--- config.mk ---
export PLATFORM = sky130hd
export DESIGN_NAME = fcms_top
export DESIGN_NICKNAME = d
export VERILOG_FILES = /design/src/rtl/fcms_pkg.sv /design/src/rtl/fcms_sync.sv /design/src/rtl/fcms_top.sv
export VERILOG_INCLUDE_DIRS = /design/src /design/src/rtl
export SDC_FILE = /design/constraint.sdc
export NUM_CORES = 1
export LEC_CHECK = 0
export BUFFER_PORTS_ARGS = -buffer_cell sky130_fd_sc_hd__buf_2
export CAP_MARGIN = 20
export CORE_UTILIZATION = 55
export DETAILED_ROUTE_END_ITERATION = 8
export PLACE_DENSITY = 0.84
export SLEW_MARGIN = 5
export SYNTH_ARGS = -nofsm -noshare
export SYNTH_HDL_FRONTEND = slang
export SYNTH_SLANG_ARGS = --single-unit
--- constraint.sdc ---
create_clock -name SYS_CLK -period 2.7 [get_ports SYS_CLK]
set_input_delay 0.135 -clock SYS_CLK [delete_from_list [all_inputs] [get_ports SYS_CLK]]
set_output_delay 0.135 -clock SYS_CLK [all_outputs]
set_load 0.02 [all_outputs]
--- src/rtl/fcms_consts.svh ---
// constants for the forward channel mode select register bank
`ifndef FCMS_CONSTS_SVH
`define FCMS_CONSTS_SVH
`define FCMS_ADDR_MODE      8'h03
`define FCMS_ADDR_BCMODE    8'h04
`define FCMS_MODE_LSB       0
`define FCMS_MODE_MSB       2
`define FCMS_DONE_BIT       3
`define FCMS_OVR_BIT        4
`define FCMS_RSV6_BIT       6
`define FCMS_RSV7_BIT       7
`define FCMS_RSV5_BIT       5
`define FCMS_BCRSV_MSB      7
`define FCMS_BCRSV_LSB      3
`define FCMS_BLOCK_BIT      0
`define FCMS_RAW12_BIT      1
`define FCMS_RAW10_BIT      2
`define FCMS_OVR_RST        1'h0
`define FCMS_DONE_RST       1'h0
`define FCMS_BC_RST         3'h0
`define FCMS_MODE_RST       3'h0
`define FCMS_SETTLE_CYC     4'h3
`endif

--- src/rtl/fcms_pkg.sv ---
// types for the forward channel mode select register bank
`default_nettype none
package fcms_pkg;
  typedef enum logic [2:0] {
    FCMS_MODE_CSI_SYNC  = 3'h0,
    FCMS_MODE_RSVD      = 3'h1,
    FCMS_MODE_CSI_EXT   = 3'h2,
    FCMS_MODE_CSI_AON   = 3'h3,
    FCMS_MODE_PAR_EXT   = 3'h5
  } fcms_mode_t;
  typedef enum logic [2:0] {
    FCMS_ST_DOWN   = 3'b001,
    FCMS_ST_SETTLE = 3'b010,
    FCMS_ST_DONE   = 3'b100
  } fcms_state_t;
endpackage
`default_nettype wire

--- src/rtl/fcms_sync.sv ---
// two flop synchroniser for pin inputs
`timescale 1ns/10ps
`default_nettype none
module fcms_sync #(
  parameter int WIDTH = 1
) (
  // clock
  input  wire logic             clk,
  // data
  input  wire logic [WIDTH-1:0] d,
  output logic      [WIDTH-1:0] q
);
  logic [WIDTH-1:0] s1_q;
  // refuse an empty synchroniser
  if (WIDTH < 1) begin : g_width_chk
    $error("fcms_sync needs WIDTH of at least 1");
  end
  // two stage capture
  always_ff @(posedge clk) begin
    s1_q <= d;
    q    <= s1_q;
  end
endmodule
`default_nettype wire

--- src/rtl/fcms_top.sv ---
// forward channel mode select register bank
`timescale 1ns/10ps
`default_nettype none
`include "fcms_consts.svh"
module fcms_top (
  // clock and reset
  input  wire logic       SYS_CLK,
  input  wire logic       SRST,
  // pins
  input  wire logic [2:0] MODE_STRAP,
  input  wire logic       RSV6_STRAP,
  input  wire logic       POWER_DOWN_BAR_PIN,
  // register port
  input  wire logic [7:0] REG_ADDR,
  input  wire logic       REG_WR,
  input  wire logic [7:0] REG_WDATA,
  output logic      [7:0] REG_RDATA,
  // back channel autoload
  input  wire logic       RX_LOCK,
  input  wire logic       BC_LOAD,
  input  wire logic       BC_RAW10,
  input  wire logic       BC_RAW12,
  // mode outputs
  output logic      [2:0] ACTIVE_MODE,
  output logic            MODE_LATCHED,
  output logic            PARALLEL_MODE,
  output logic            RAW10_PARALLEL_SELECT,
  output logic            RAW12_PARALLEL_SELECT
);
  logic [2:0] strap_s;
  logic       rsv6_s;
  logic       pdb_s;
  logic       pdb_prev_q;
  logic       pdb_rise;
  logic [2:0] strap_mode_q;
  logic       rsv6_q;
  logic [2:0] ovr_mode_q;
  logic       strap_override_enable_q;
  logic       rsv7_q;
  logic       rsv5_q;
  logic [4:0] bc_rsv_q;
  logic       raw10_parallel_select_q;
  logic       raw12_parallel_select_q;
  logic       parallel_autoload_block_q;
  logic [3:0] settle_q;
  logic       wr_mode;
  logic       wr_bc;
  logic       autoload;
  logic       pwr_up_q;
  fcms_pkg::fcms_state_t state_q;

  // pin synchronisers
  fcms_sync #(.WIDTH(5)) u_sync (
    .clk (SYS_CLK),
    .d   ({POWER_DOWN_BAR_PIN, RSV6_STRAP, MODE_STRAP}),
    .q   ({pdb_s, rsv6_s, strap_s})
  );

  assign wr_mode  = REG_WR && (REG_ADDR == `FCMS_ADDR_MODE);
  assign wr_bc    = REG_WR && (REG_ADDR == `FCMS_ADDR_BCMODE);
  assign pdb_rise = pdb_s && !pdb_prev_q;
  assign autoload = BC_LOAD && RX_LOCK && !parallel_autoload_block_q;

  // power-down edge tracking
  always_ff @(posedge SYS_CLK) begin
    if (SRST) begin
      pdb_prev_q <= 1'b0;
      pwr_up_q   <= 1'b0;
    end else begin
      pdb_prev_q <= pdb_s;
      pwr_up_q   <= 1'b1;
    end
  end

  // strap capture
  always_ff @(posedge SYS_CLK) begin
    if (SRST) begin
      strap_mode_q <= `FCMS_MODE_RST;
      rsv6_q       <= 1'b0;
    end else if (!pwr_up_q) begin
      strap_mode_q <= strap_s;
      rsv6_q       <= rsv6_s;
    end else if (pdb_rise) begin
      strap_mode_q <= strap_s;
      rsv6_q       <= rsv6_s;
    end
  end

  // mode settle state machine
  always_ff @(posedge SYS_CLK) begin
    if (SRST) begin
      state_q  <= fcms_pkg::FCMS_ST_DOWN;
      settle_q <= 4'h0;
    end else begin
      case (state_q)
        fcms_pkg::FCMS_ST_DOWN: begin
          settle_q <= 4'h0;
          if (pdb_rise) begin
            state_q <= fcms_pkg::FCMS_ST_SETTLE;
          end
        end
        fcms_pkg::FCMS_ST_SETTLE: begin
          if (!pdb_s) begin
            state_q <= fcms_pkg::FCMS_ST_DOWN;
          end else if (settle_q == `FCMS_SETTLE_CYC) begin
            state_q <= fcms_pkg::FCMS_ST_DONE;
          end else begin
            settle_q <= settle_q + 4'h1;
          end
        end
        fcms_pkg::FCMS_ST_DONE: begin
          if (!pdb_s) begin
            state_q <= fcms_pkg::FCMS_ST_DOWN;
          end
        end
        default: state_q <= fcms_pkg::FCMS_ST_DOWN;
      endcase
    end
  end

  // mode register writable bits
  always_ff @(posedge SYS_CLK) begin
    if (SRST) begin
      strap_override_enable_q <= `FCMS_OVR_RST;
      ovr_mode_q              <= `FCMS_MODE_RST;
      rsv7_q                  <= 1'b0;
      rsv5_q                  <= 1'b0;
    end else if (wr_mode) begin
      strap_override_enable_q <= REG_WDATA[`FCMS_OVR_BIT];
      rsv7_q                  <= REG_WDATA[`FCMS_RSV7_BIT];
      rsv5_q                  <= REG_WDATA[`FCMS_RSV5_BIT];
      if (REG_WDATA[`FCMS_OVR_BIT] || strap_override_enable_q) begin
        ovr_mode_q <= REG_WDATA[`FCMS_MODE_MSB:`FCMS_MODE_LSB];
      end
    end else if (!strap_override_enable_q) begin
      ovr_mode_q <= strap_mode_q;  // track strap until override
    end
  end

  // back channel mode register
  always_ff @(posedge SYS_CLK) begin
    if (SRST) begin
      parallel_autoload_block_q <= 1'b0;
      raw10_parallel_select_q   <= 1'b0;
      raw12_parallel_select_q   <= 1'b0;
      bc_rsv_q                  <= 5'h00;
    end else if (wr_bc) begin
      parallel_autoload_block_q <= REG_WDATA[`FCMS_BLOCK_BIT];
      raw10_parallel_select_q   <= REG_WDATA[`FCMS_RAW10_BIT];
      raw12_parallel_select_q   <= REG_WDATA[`FCMS_RAW12_BIT];
      bc_rsv_q                  <= REG_WDATA[`FCMS_BCRSV_MSB:`FCMS_BCRSV_LSB];
    end else if (autoload) begin
      raw10_parallel_select_q <= BC_RAW10;
      raw12_parallel_select_q <= BC_RAW12;
    end
  end

  assign ACTIVE_MODE   = strap_override_enable_q ? ovr_mode_q : strap_mode_q;
  assign MODE_LATCHED  = (state_q == fcms_pkg::FCMS_ST_DONE);
  assign PARALLEL_MODE = (ACTIVE_MODE == fcms_pkg::FCMS_MODE_PAR_EXT);
  assign RAW10_PARALLEL_SELECT = raw10_parallel_select_q;
  assign RAW12_PARALLEL_SELECT = raw12_parallel_select_q;

  // read mux
  always_comb begin
    REG_RDATA = 8'h00;
    if (REG_ADDR == `FCMS_ADDR_MODE) begin
      REG_RDATA = {rsv7_q, rsv6_q, rsv5_q, strap_override_enable_q, MODE_LATCHED, ACTIVE_MODE};
    end else if (REG_ADDR == `FCMS_ADDR_BCMODE) begin
      REG_RDATA = {bc_rsv_q, raw10_parallel_select_q, raw12_parallel_select_q,
                   parallel_autoload_block_q};
    end
  end
endmodule
`default_nettype wire

**Word level (Yosys, flattened, before mapping)**

Index checks and enable logic that the tools add are counted.

- Equality and inequality tests: 14
- Div/mod/pow operators: 0
- Reduce and logical (&&, ||, !) cells: 12
- Bitwise operators: 0
- Multipliers: 0
- Add/subtract/negate cells: 1
- Muxes and demuxes: 22
- Shifts and indexed selects: 0
- Magnitude comparators: 0

Operators by type and width:

| operator | count |
|---|---|
| 3-bit 2-to-1 mux | 9 |
| 8-bit 2-to-1 mux | 2 |
| 3-bit one-hot mux with 3 select lines | 1 |
| 8-bit by 2-bit equality test with 1-bit output, second input constant | 1 |
| 8-bit by 3-bit equality test with 1-bit output, second input constant | 1 |
| 4-bit 2-to-1 mux | 2 |
| 2-bit inequality test, second input constant | 4 |
| 4-bit one-hot mux with 2 select lines | 1 |
| 1-bit 2-to-1 mux | 7 |
| 3-bit equality test, second input constant | 2 |
| 3-bit AND reduction | 2 |
| 1-bit logical AND | 5 |
| 4-bit by 1-bit adder with 4-bit output, second input constant | 1 |
| 4-bit by 2-bit equality test with 1-bit output, second input constant | 1 |
| 2-bit by 1-bit inequality test with 1-bit output, second input constant | 2 |
| 2-bit nonzero test | 2 |
| 3-bit by 1-bit equality test with 1-bit output, second input constant | 1 |
| 3-bit by 2-bit equality test with 1-bit output, second input constant | 1 |
| 3-bit inequality test, second input constant | 1 |
| 1-bit zero test | 2 |
| 1-bit logical OR | 1 |

- Memory bits (read-only): 0
- Register bits after elaboration: 37
- Bits in writable memories: 0
- Memories kept: 0
- Latch bits: 0
- Input port bits: 28

**Logic depth before layout (Yosys ltp)**

Gate-level depths: netlist of the first run.

- Word-level depth: 4
- Mapped depth: 5

**Modules after synthesis**

From an unflattened synthesis of the first run, not the netlist that was laid out.

- Cells, all modules: 156
- Area total of the unflattened synthesis: 1549.0 um^2

By module, submodules not included:

| module | area an instance (um^2) | cells each | times used | sequential area each (um^2) |
|---|---|---|---|---|
| fcms_top | 1348.8 | 146 | 1 | 540.5 |
| fcms_sync | 200.2 | 10 | 1 | 200.2 |

**Worst setup path after synthesis of the first run**

OpenSTA, ideal clock, no wires.

- Kind: reg2out
- Start point: reg state_q[2]
- End point: out REG_RDATA[3]
- Arrival: 1447 ps
- Slack: 1118 ps
- Data required time: 2565 ps
- Stages on the path, launching flop included: 4
- Path buffers: 0
- Path through: dfxtp_1 -> nor3b_1 -> a22oi_1 -> nor2_1

- Word-level cells in the longest chain between the ends: 2

RTL lines:

| what | RTL line | source |
|---|---|---|
| start: declaration | fcms_top.sv:50 | `fcms_pkg::fcms_state_t state_q;` |
| start signal: assignment | fcms_top.sv:92 | `state_q <= fcms_pkg::FCMS_ST_DOWN;` |
| start signal: assignment | fcms_top.sv:99 | `state_q <= fcms_pkg::FCMS_ST_SETTLE;` |
| start signal: assignment | fcms_top.sv:104 | `state_q <= fcms_pkg::FCMS_ST_DOWN;` |
| 3-bit equality test | fcms_top.sv:159 | `assign MODE_LATCHED = (state_q == fcms_pkg::FCMS_ST_DONE);` |
| via MODE_LATCHED | fcms_top.sv:25 | `output logic MODE_LATCHED,` |
| 8-bit 2-to-1 mux | fcms_top.sv:167 | `` if (REG_ADDR == `FCMS_ADDR_MODE) begin `` |
| end: declaration | fcms_top.sv:17 | `output logic [7:0] REG_RDATA,` |

The timed path passes the listed nets, and every way through them passes these cells.

**Worst setup path in the final report of the first run**

- Start point: reg strap_override_enable_q
- End point: out REG_RDATA[1]

- Word-level cells in the longest chain between the ends: 2

RTL lines:

| what | RTL line | source |
|---|---|---|
| start: declaration | fcms_top.sv:38 | `logic strap_override_enable_q;` |
| start signal: assignment | fcms_top.sv:124 | `` strap_override_enable_q <= `FCMS_OVR_RST; `` |
| start signal: assignment | fcms_top.sv:129 | `` strap_override_enable_q <= REG_WDATA[`FCMS_OVR_BIT]; `` |
| 3-bit 2-to-1 mux | -- |  |
| 8-bit 2-to-1 mux | fcms_top.sv:167 |  |

Every way passes these cells.

==> metrics.cfg, run 1 <==
[place]
gp_congestion=0.820
hpwl_um=3140
portBuffers=42

[timing]
hold_viol_final=0
fin_crit_ps=1890
final.period_utilization_pct=70.0
max-slew-margin-rel_pct=53.9
timing.fmax_mhz=529
tns_ps=0
slew_violations=0
skew_ps=10.0
tightest_slew_ps=686
rsz0062_at_grt=false
setup_viol=0

[worst_setup_path]
worst_setup_path_end_kind=primary output
path_max_fanout=10
worstSetupPathType=flop to primary output
crit_arrival_ps=1760
regToRegSetupSlack_ps=1110
cp-start-kind=flop
cp.required_ps=2570

[grt]
grt_pass1_wl_um=6910
grt_max_degree=18
grt-ovfl-total=0
antenna_found_initial=0
grt_pass1_vias=1459
track_usage_pct=28.1

[cells_and_area]
synthToLayoutAreaGrowth_pct=20.4
layout_commonest_cell=buf_2
diodes=0
drive_above_1_share_pct=26.3
final_cell_mix=buf_2 (42), dfxtp_1 (37), a21oi_1 (16)
fin_nets=256

[power]
power_frac_comb_pct=11.1
power_switching_w=0.000275
pwr-share-seq_pct=53.2
internal_power_w=0.000813
power_density_nw_per_um2=532
peakVddDrop_mv=0.469
clock_power_share_pct=35.7
p_sw_share_pct=25.3
p_total_w=0.00109
total_leakage_power_nw=0.828

[synthesis]
post_synth_num_cell_types=39
ys_ff_latch=37
ys_seq_area_share_pct=43.6
synthCells=182
synth_fp_nets=211
yosysWarnings=0
yosysTopAreaCellShare_pct=43.6
synth.area.top_cells=dfxtp_1 (44%), a21oi_1 (4.7%), o31ai_1 (4.4%)
netlist_area_um2=1700
avgSynthCellArea_um2=9.34
synth_largest_area_cell=dfxtp_1

[flow_run]
drv_cap=0

[detailed_routing]
via_count=1625
drc=3
drt_first_iter_violations=128
final_antenna_net_count=0
dr.pass1.iters=6
avgViaCountPerCell=6.27
routed_wirelength_um=4370
avgRoutedWirePerCell_um=16.9

[floorplan]
core_um2=2850
ios=43
die_area_um2=3320
die_h_um=57.6
initial_utilization_pct=59.6
dieWidth_um=57.6
row_count=19

[clock_network]
post_cts_resized=0
h-tree-depth=2
clock-root-buffer=clkbuf_4
numCtsBuffers=5
worstSkewPairLatency_ps=340
clkSlewWorstSetupHoldPaths_ps=120
cts.sinks=37
clk_path_buf_depth=2
cts_setup_buffers=0
cts_hold_buf=5
cts_tree=done

[outcome]
status=finished, violations left
failed_checks=DRC

[min_path]
min_path_type=input pin to flop

flip-flops by register name (all words and copies together) (netlist names), 3 cells and up:
name,flops
settle_q,4
u_sync.q,5
bc_rsv_q,5
u_sync.s1_q,5
state_q,3
strap_mode_q,3
ovr_mode_q,3
critical path, cell delays in order (launching register included):
cell and delay, ps:
dfxtp_1 560, mux2_2 430, a22oi_1 200, nor2_1 60
buf_2 160
power by group through the flow:
stage	registers [W]	clock network, W	logic, W
2_1_floorplan	0.000588	0	0.0000674
3_3_place_gp	0.000589	0	0.000106
3_5_place_dp	0.000591	0	0.000113
4_1_cts	0.000578	0.000389	0.000119
5_1_grt	0.000581	0.000420	0.000129
6_report	0.000579	0.000388	0.000121
metrics by stage:
step	setup slack [ps]	instance area (um^2)	cells	util, %	hold WS, ps
after floorplan	1120	1700	182	-	163
after global placement	996	1910	246	67.0	237
after detailed placement	951	1910	246	67.0	239
after CTS	848	2050	259	71.7	53.8
after global routing	708	2050	259	71.7	31.4
final	809	2050	259	71.7	59.3
routing by layer:
layer  GRT usage (%)  wire [um]  vias to the layer above
li1                -          -                      782
met1            34.8       1860                      748
met2            46.5       2100                       79
met3            6.12        261                       16
met4            12.9        151                        0
met5               0          0                        -
layout make-up:
type	count	area [um^2]
clock buffers	5	37.5
inverters	6	22.5
fillers	211	807
repair buffers	49	275
flip-flops and latches	37	741
clock inverters	3	46.3
multi-input cells	128	885
well taps	31	38.8
final timing paths:
check	end	depth (start not counted)	from
worst min register to register	u_sync.q[3]	0	u_sync.s1_q[3]
worst min-delay path	bc_rsv_q[4]	3	REG_WDATA[7]
worst max-delay path	REG_RDATA[1]	4	strap_override_enable_q
worst max register to register	state_q[1]	4	settle_q[0]
synth_stat cells, drive strengths merged:
cell      n
nand3     6
o32ai     1
nand4bb   2
a32oi     1
and4b     1
o311a     1
nand4    10
inv       6
nor3b     6
a31oi     1
nand3b    7
or3       1
clkbuf    7
o21a      2
ha        1
a22oi     8
and3b     1
mux2      3
or3b      1
buf       4
a41o      2
o31ai    10
or4       1
o311ai    1
nor4      1
nand2b    1
a21oi    16
nand4b    1
mux2i     7
o211a     1
o21ai     8
a211oi    1
dfxtp    37
nand2     8
nor2     10
nor2b     6
and4bb    1
logic make-up (layout without fill, tap and decap cells):
kind of cell               count (synthesis)  after routing  share of synthesized area [%]
AOI/OAI and AO/OA                         53             53                           21.5
muxes                                     10             10                           6.11
DFF                                       37             37                           43.6
buffers and inverters                     17             63                           4.34
adders and majority gates                  1              1                          0.736
and+or+nand+nor                           64             64                           23.7
No activity file was read; power rests on OpenSTA's default activity.
==> inputs of run 2 (changes only) <==
--- a/config.mk
+++ b/config.mk
@@ -8,9 +8,9 @@
 export LEC_CHECK = 0
 export BUFFER_PORTS_ARGS = -buffer_cell sky130_fd_sc_hd__buf_2
 export CAP_MARGIN = 20
-export CORE_UTILIZATION = 55
+export CORE_UTILIZATION = 47
 export DETAILED_ROUTE_END_ITERATION = 8
-export PLACE_DENSITY = 0.84
+export PLACE_DENSITY = 0.77
 export SLEW_MARGIN = 5
 export SYNTH_ARGS = -nofsm -noshare
 export SYNTH_HDL_FRONTEND = slang
==> constraint.sdc (replaced) <==
create_clock -name SYS_CLK -period 1.7 [get_ports SYS_CLK]
set_input_delay 0.085 -clock SYS_CLK [delete_from_list [all_inputs] [get_ports SYS_CLK]]
set_output_delay 0.085 -clock SYS_CLK [all_outputs]
set_load 0.02 [all_outputs]
==> run 2 against run 1 <==
The flow now finishes without violations. Count of clock-buffer cells in the layout unchanged. Highest routed layer unchanged. Critical path type unchanged. Register-to-register slack got worse by 890 ps. Largest power group unchanged. First-iteration DRC count decreased by 52%.
==> metrics.cfg, run 2 (same netlist as run 1, synthesis figures left out) <==
[outcome]
status=finished clean  ; was finished, violations left

[timing]
setup_viol=0  ; unchanged
max-slew-margin-rel_pct=66.6  ; was 53.9%
timing.fmax_mhz=616
tns_ps=0  ; unchanged
slew_violations=0  ; unchanged
rsz0062_at_grt=false  ; unchanged
skew_ps=4.73  ; was 10.0 ps
worst_slack_ps=77.7  ; was 809 ps
tightest_slew_ps=500  ; was 686 ps
hold_viol_final=0  ; unchanged
fin_crit_ps=1620
final.period_utilization_pct=95.4

[worst_setup_path]
worstSetupPathType=flop to primary output  ; unchanged
cpMaxStageDelayCell=dfxtp_4  ; was dfxtp_1
cp-start-kind=flop  ; unchanged
slowest_delay_ps=420  ; was 560 ps
crit_arrival_ps=1540  ; was 1760 ps
path_max_fanout=10  ; unchanged
cp.required_ps=1620  ; was 2570 ps
worstPathBufferInverterCount=1  ; unchanged
worst_setup_path_end_kind=primary output  ; unchanged
path_cells=mux2_2 > a22oi_1 > nor2_1 > buf_2  ; unchanged
path_delay_family=flip-flops  ; unchanged

[place]
hpwl_um=2710  ; was 3140 um
dp_slack_ps=226  ; was 951 ps
portBuffers=42  ; unchanged
gp_congestion=0.800  ; was 0.820
dp.cells=264  ; was 246

[clock_network]
clk_path_buf_depth=2  ; unchanged
cts_tree=done  ; unchanged
cts_setup_buffers=0  ; unchanged
cts.sinks=37  ; unchanged
worstSkewPairLatency_ps=340  ; about the same
numCtsBuffers=5  ; unchanged
clock-root-buffer=clkbuf_4  ; unchanged
h-tree-depth=2  ; unchanged
clkSlewWorstSetupHoldPaths_ps=120  ; about the same

[detailed_routing]
dr.pass1.iters=4  ; was 6
final_antenna_net_count=0  ; unchanged
avgViaCountPerCell=5.53  ; was 6.27
avgRoutedWirePerCell_um=13.7  ; was 16.9 um
drt_first_iter_violations=62  ; was 128
drc=0  ; was 3
routed_wirelength_um=3840  ; was 4370 um
via_count=1548  ; was 1625

[grt]
antenna_found_initial=0  ; unchanged
grt_pass1_vias=1483  ; was 1459
grt_pass1_wl_um=6830  ; was 6910 um
track_usage_pct=22.0  ; was 28.1%
grt-ovfl-total=0  ; unchanged
grt_max_degree=18  ; unchanged

[min_path]
min_path_type=input pin to flop  ; unchanged

[cells_and_area]
utilization_pct=62.7  ; was 71.7%
fin_nets=262  ; was 256
drive_above_1_share_pct=27.8  ; was 26.3%
final_cell_mix=buf_2 (42), dfxtp_1 (36), a21oi_1 (16)  ; was buf_2 (42), dfxtp_1 (37), a21oi_1 (16)
diodes=0  ; unchanged
final-instance-count-excl-fill=280  ; was 259
reg_top3=bc_rsv_q: 5 flops, u_sync.q: 5 flops, u_sync.s1_q: 5 flops  ; unchanged
layout_commonest_cell=buf_2  ; unchanged
synthToLayoutAreaGrowth_pct=25.1  ; was 20.4%

[flow_run]
drv_cap=0  ; unchanged

[power]
power_density_nw_per_um2=813  ; was 532 nW/um^2
peakVddDrop_mv=0.717  ; was 0.469 mV
total_leakage_power_nw=0.857  ; was 0.828 nW

[floorplan]
core_um2=3390  ; was 2850 um^2
dieWidth_um=62.1  ; was 57.6 um
die_area_um2=3860  ; was 3320 um^2
die_h_um=62.1  ; was 57.6 um
initial_utilization_pct=50.1  ; was 59.6%
row_count=21  ; was 19
ios=43  ; unchanged

==> run 2: worst min-delay path: stages <==
cell	delay (ps)
buf_2	110
nand4_1	60
a21oi_1	60
==> run 2: area by class of cell <==
type	instances	area, um^2
Clock inverter	3	46.3
Timing Repair Buffer	55	328
Tap cell	46	57.6
Clock buffer	5	37.5
Fill cell	306	1260
Multi-Input combinational cell	128	890
Sequential cell	37	744
Inverter	6	22.5
==> run 2: path summary, 6_finish.rpt <==
| check | startpoint | end | slack, ps | cells after the start |
|---|---|---|---|---|
| setup reg to reg | settle_q[0] | settle_q[1] | 220 | 4 |
| setup / recovery | strap_override_enable_q | REG_RDATA[1] | 80 | 4 |
| hold reg to reg | u_sync.s1_q[0] | u_sync.q[0] | 340 | 0 |
| hold / removal | REG_WDATA[7] | bc_rsv_q[4] | 10 | 3 |
==> run 2: layer usage <==
metal | up-vias | share of wire, % | track usage, %
li1 | 788 | - | -
met1 | 710 | 46 | 29.8
met2 | 46 | 48 | 33.9
met3 | 4 | 5.4 | 6.07
met4 | 0 | 0.70 | 6.98
met5 | - | 0 | 0
==> run 2: report_power, final <==
group / switching (W) / internal [W] / leakage (nW)
Sequential: 0.0000200 / 0.000897 / 0.305
Combinational: 0.000103 / 0.0000892 / 0.510
Clock: 0.000308 / 0.000311 / 0.0414
==> run 2: stage by stage <==
stage	total power (W)	hold slack [ps]	instance area, um^2
4_1_cts	0.00174	3.06	2120
3_5_place_dp	0.00111	189	1950
5_1_grt	0.00180	6.21	2130
3_3_place_gp	0.00111	187	1950
6_report	0.00173	11.4	2130
2_1_floorplan	0.00104	113	1700
==> run 2: repair_timing <==
action | in CTS | in global routing
hold buffers | 8 | 0
setup endpoints to repair | 4 | 3
endpoints found under the hold margin | 9 | 0
gates resized for setup | 2 | 1
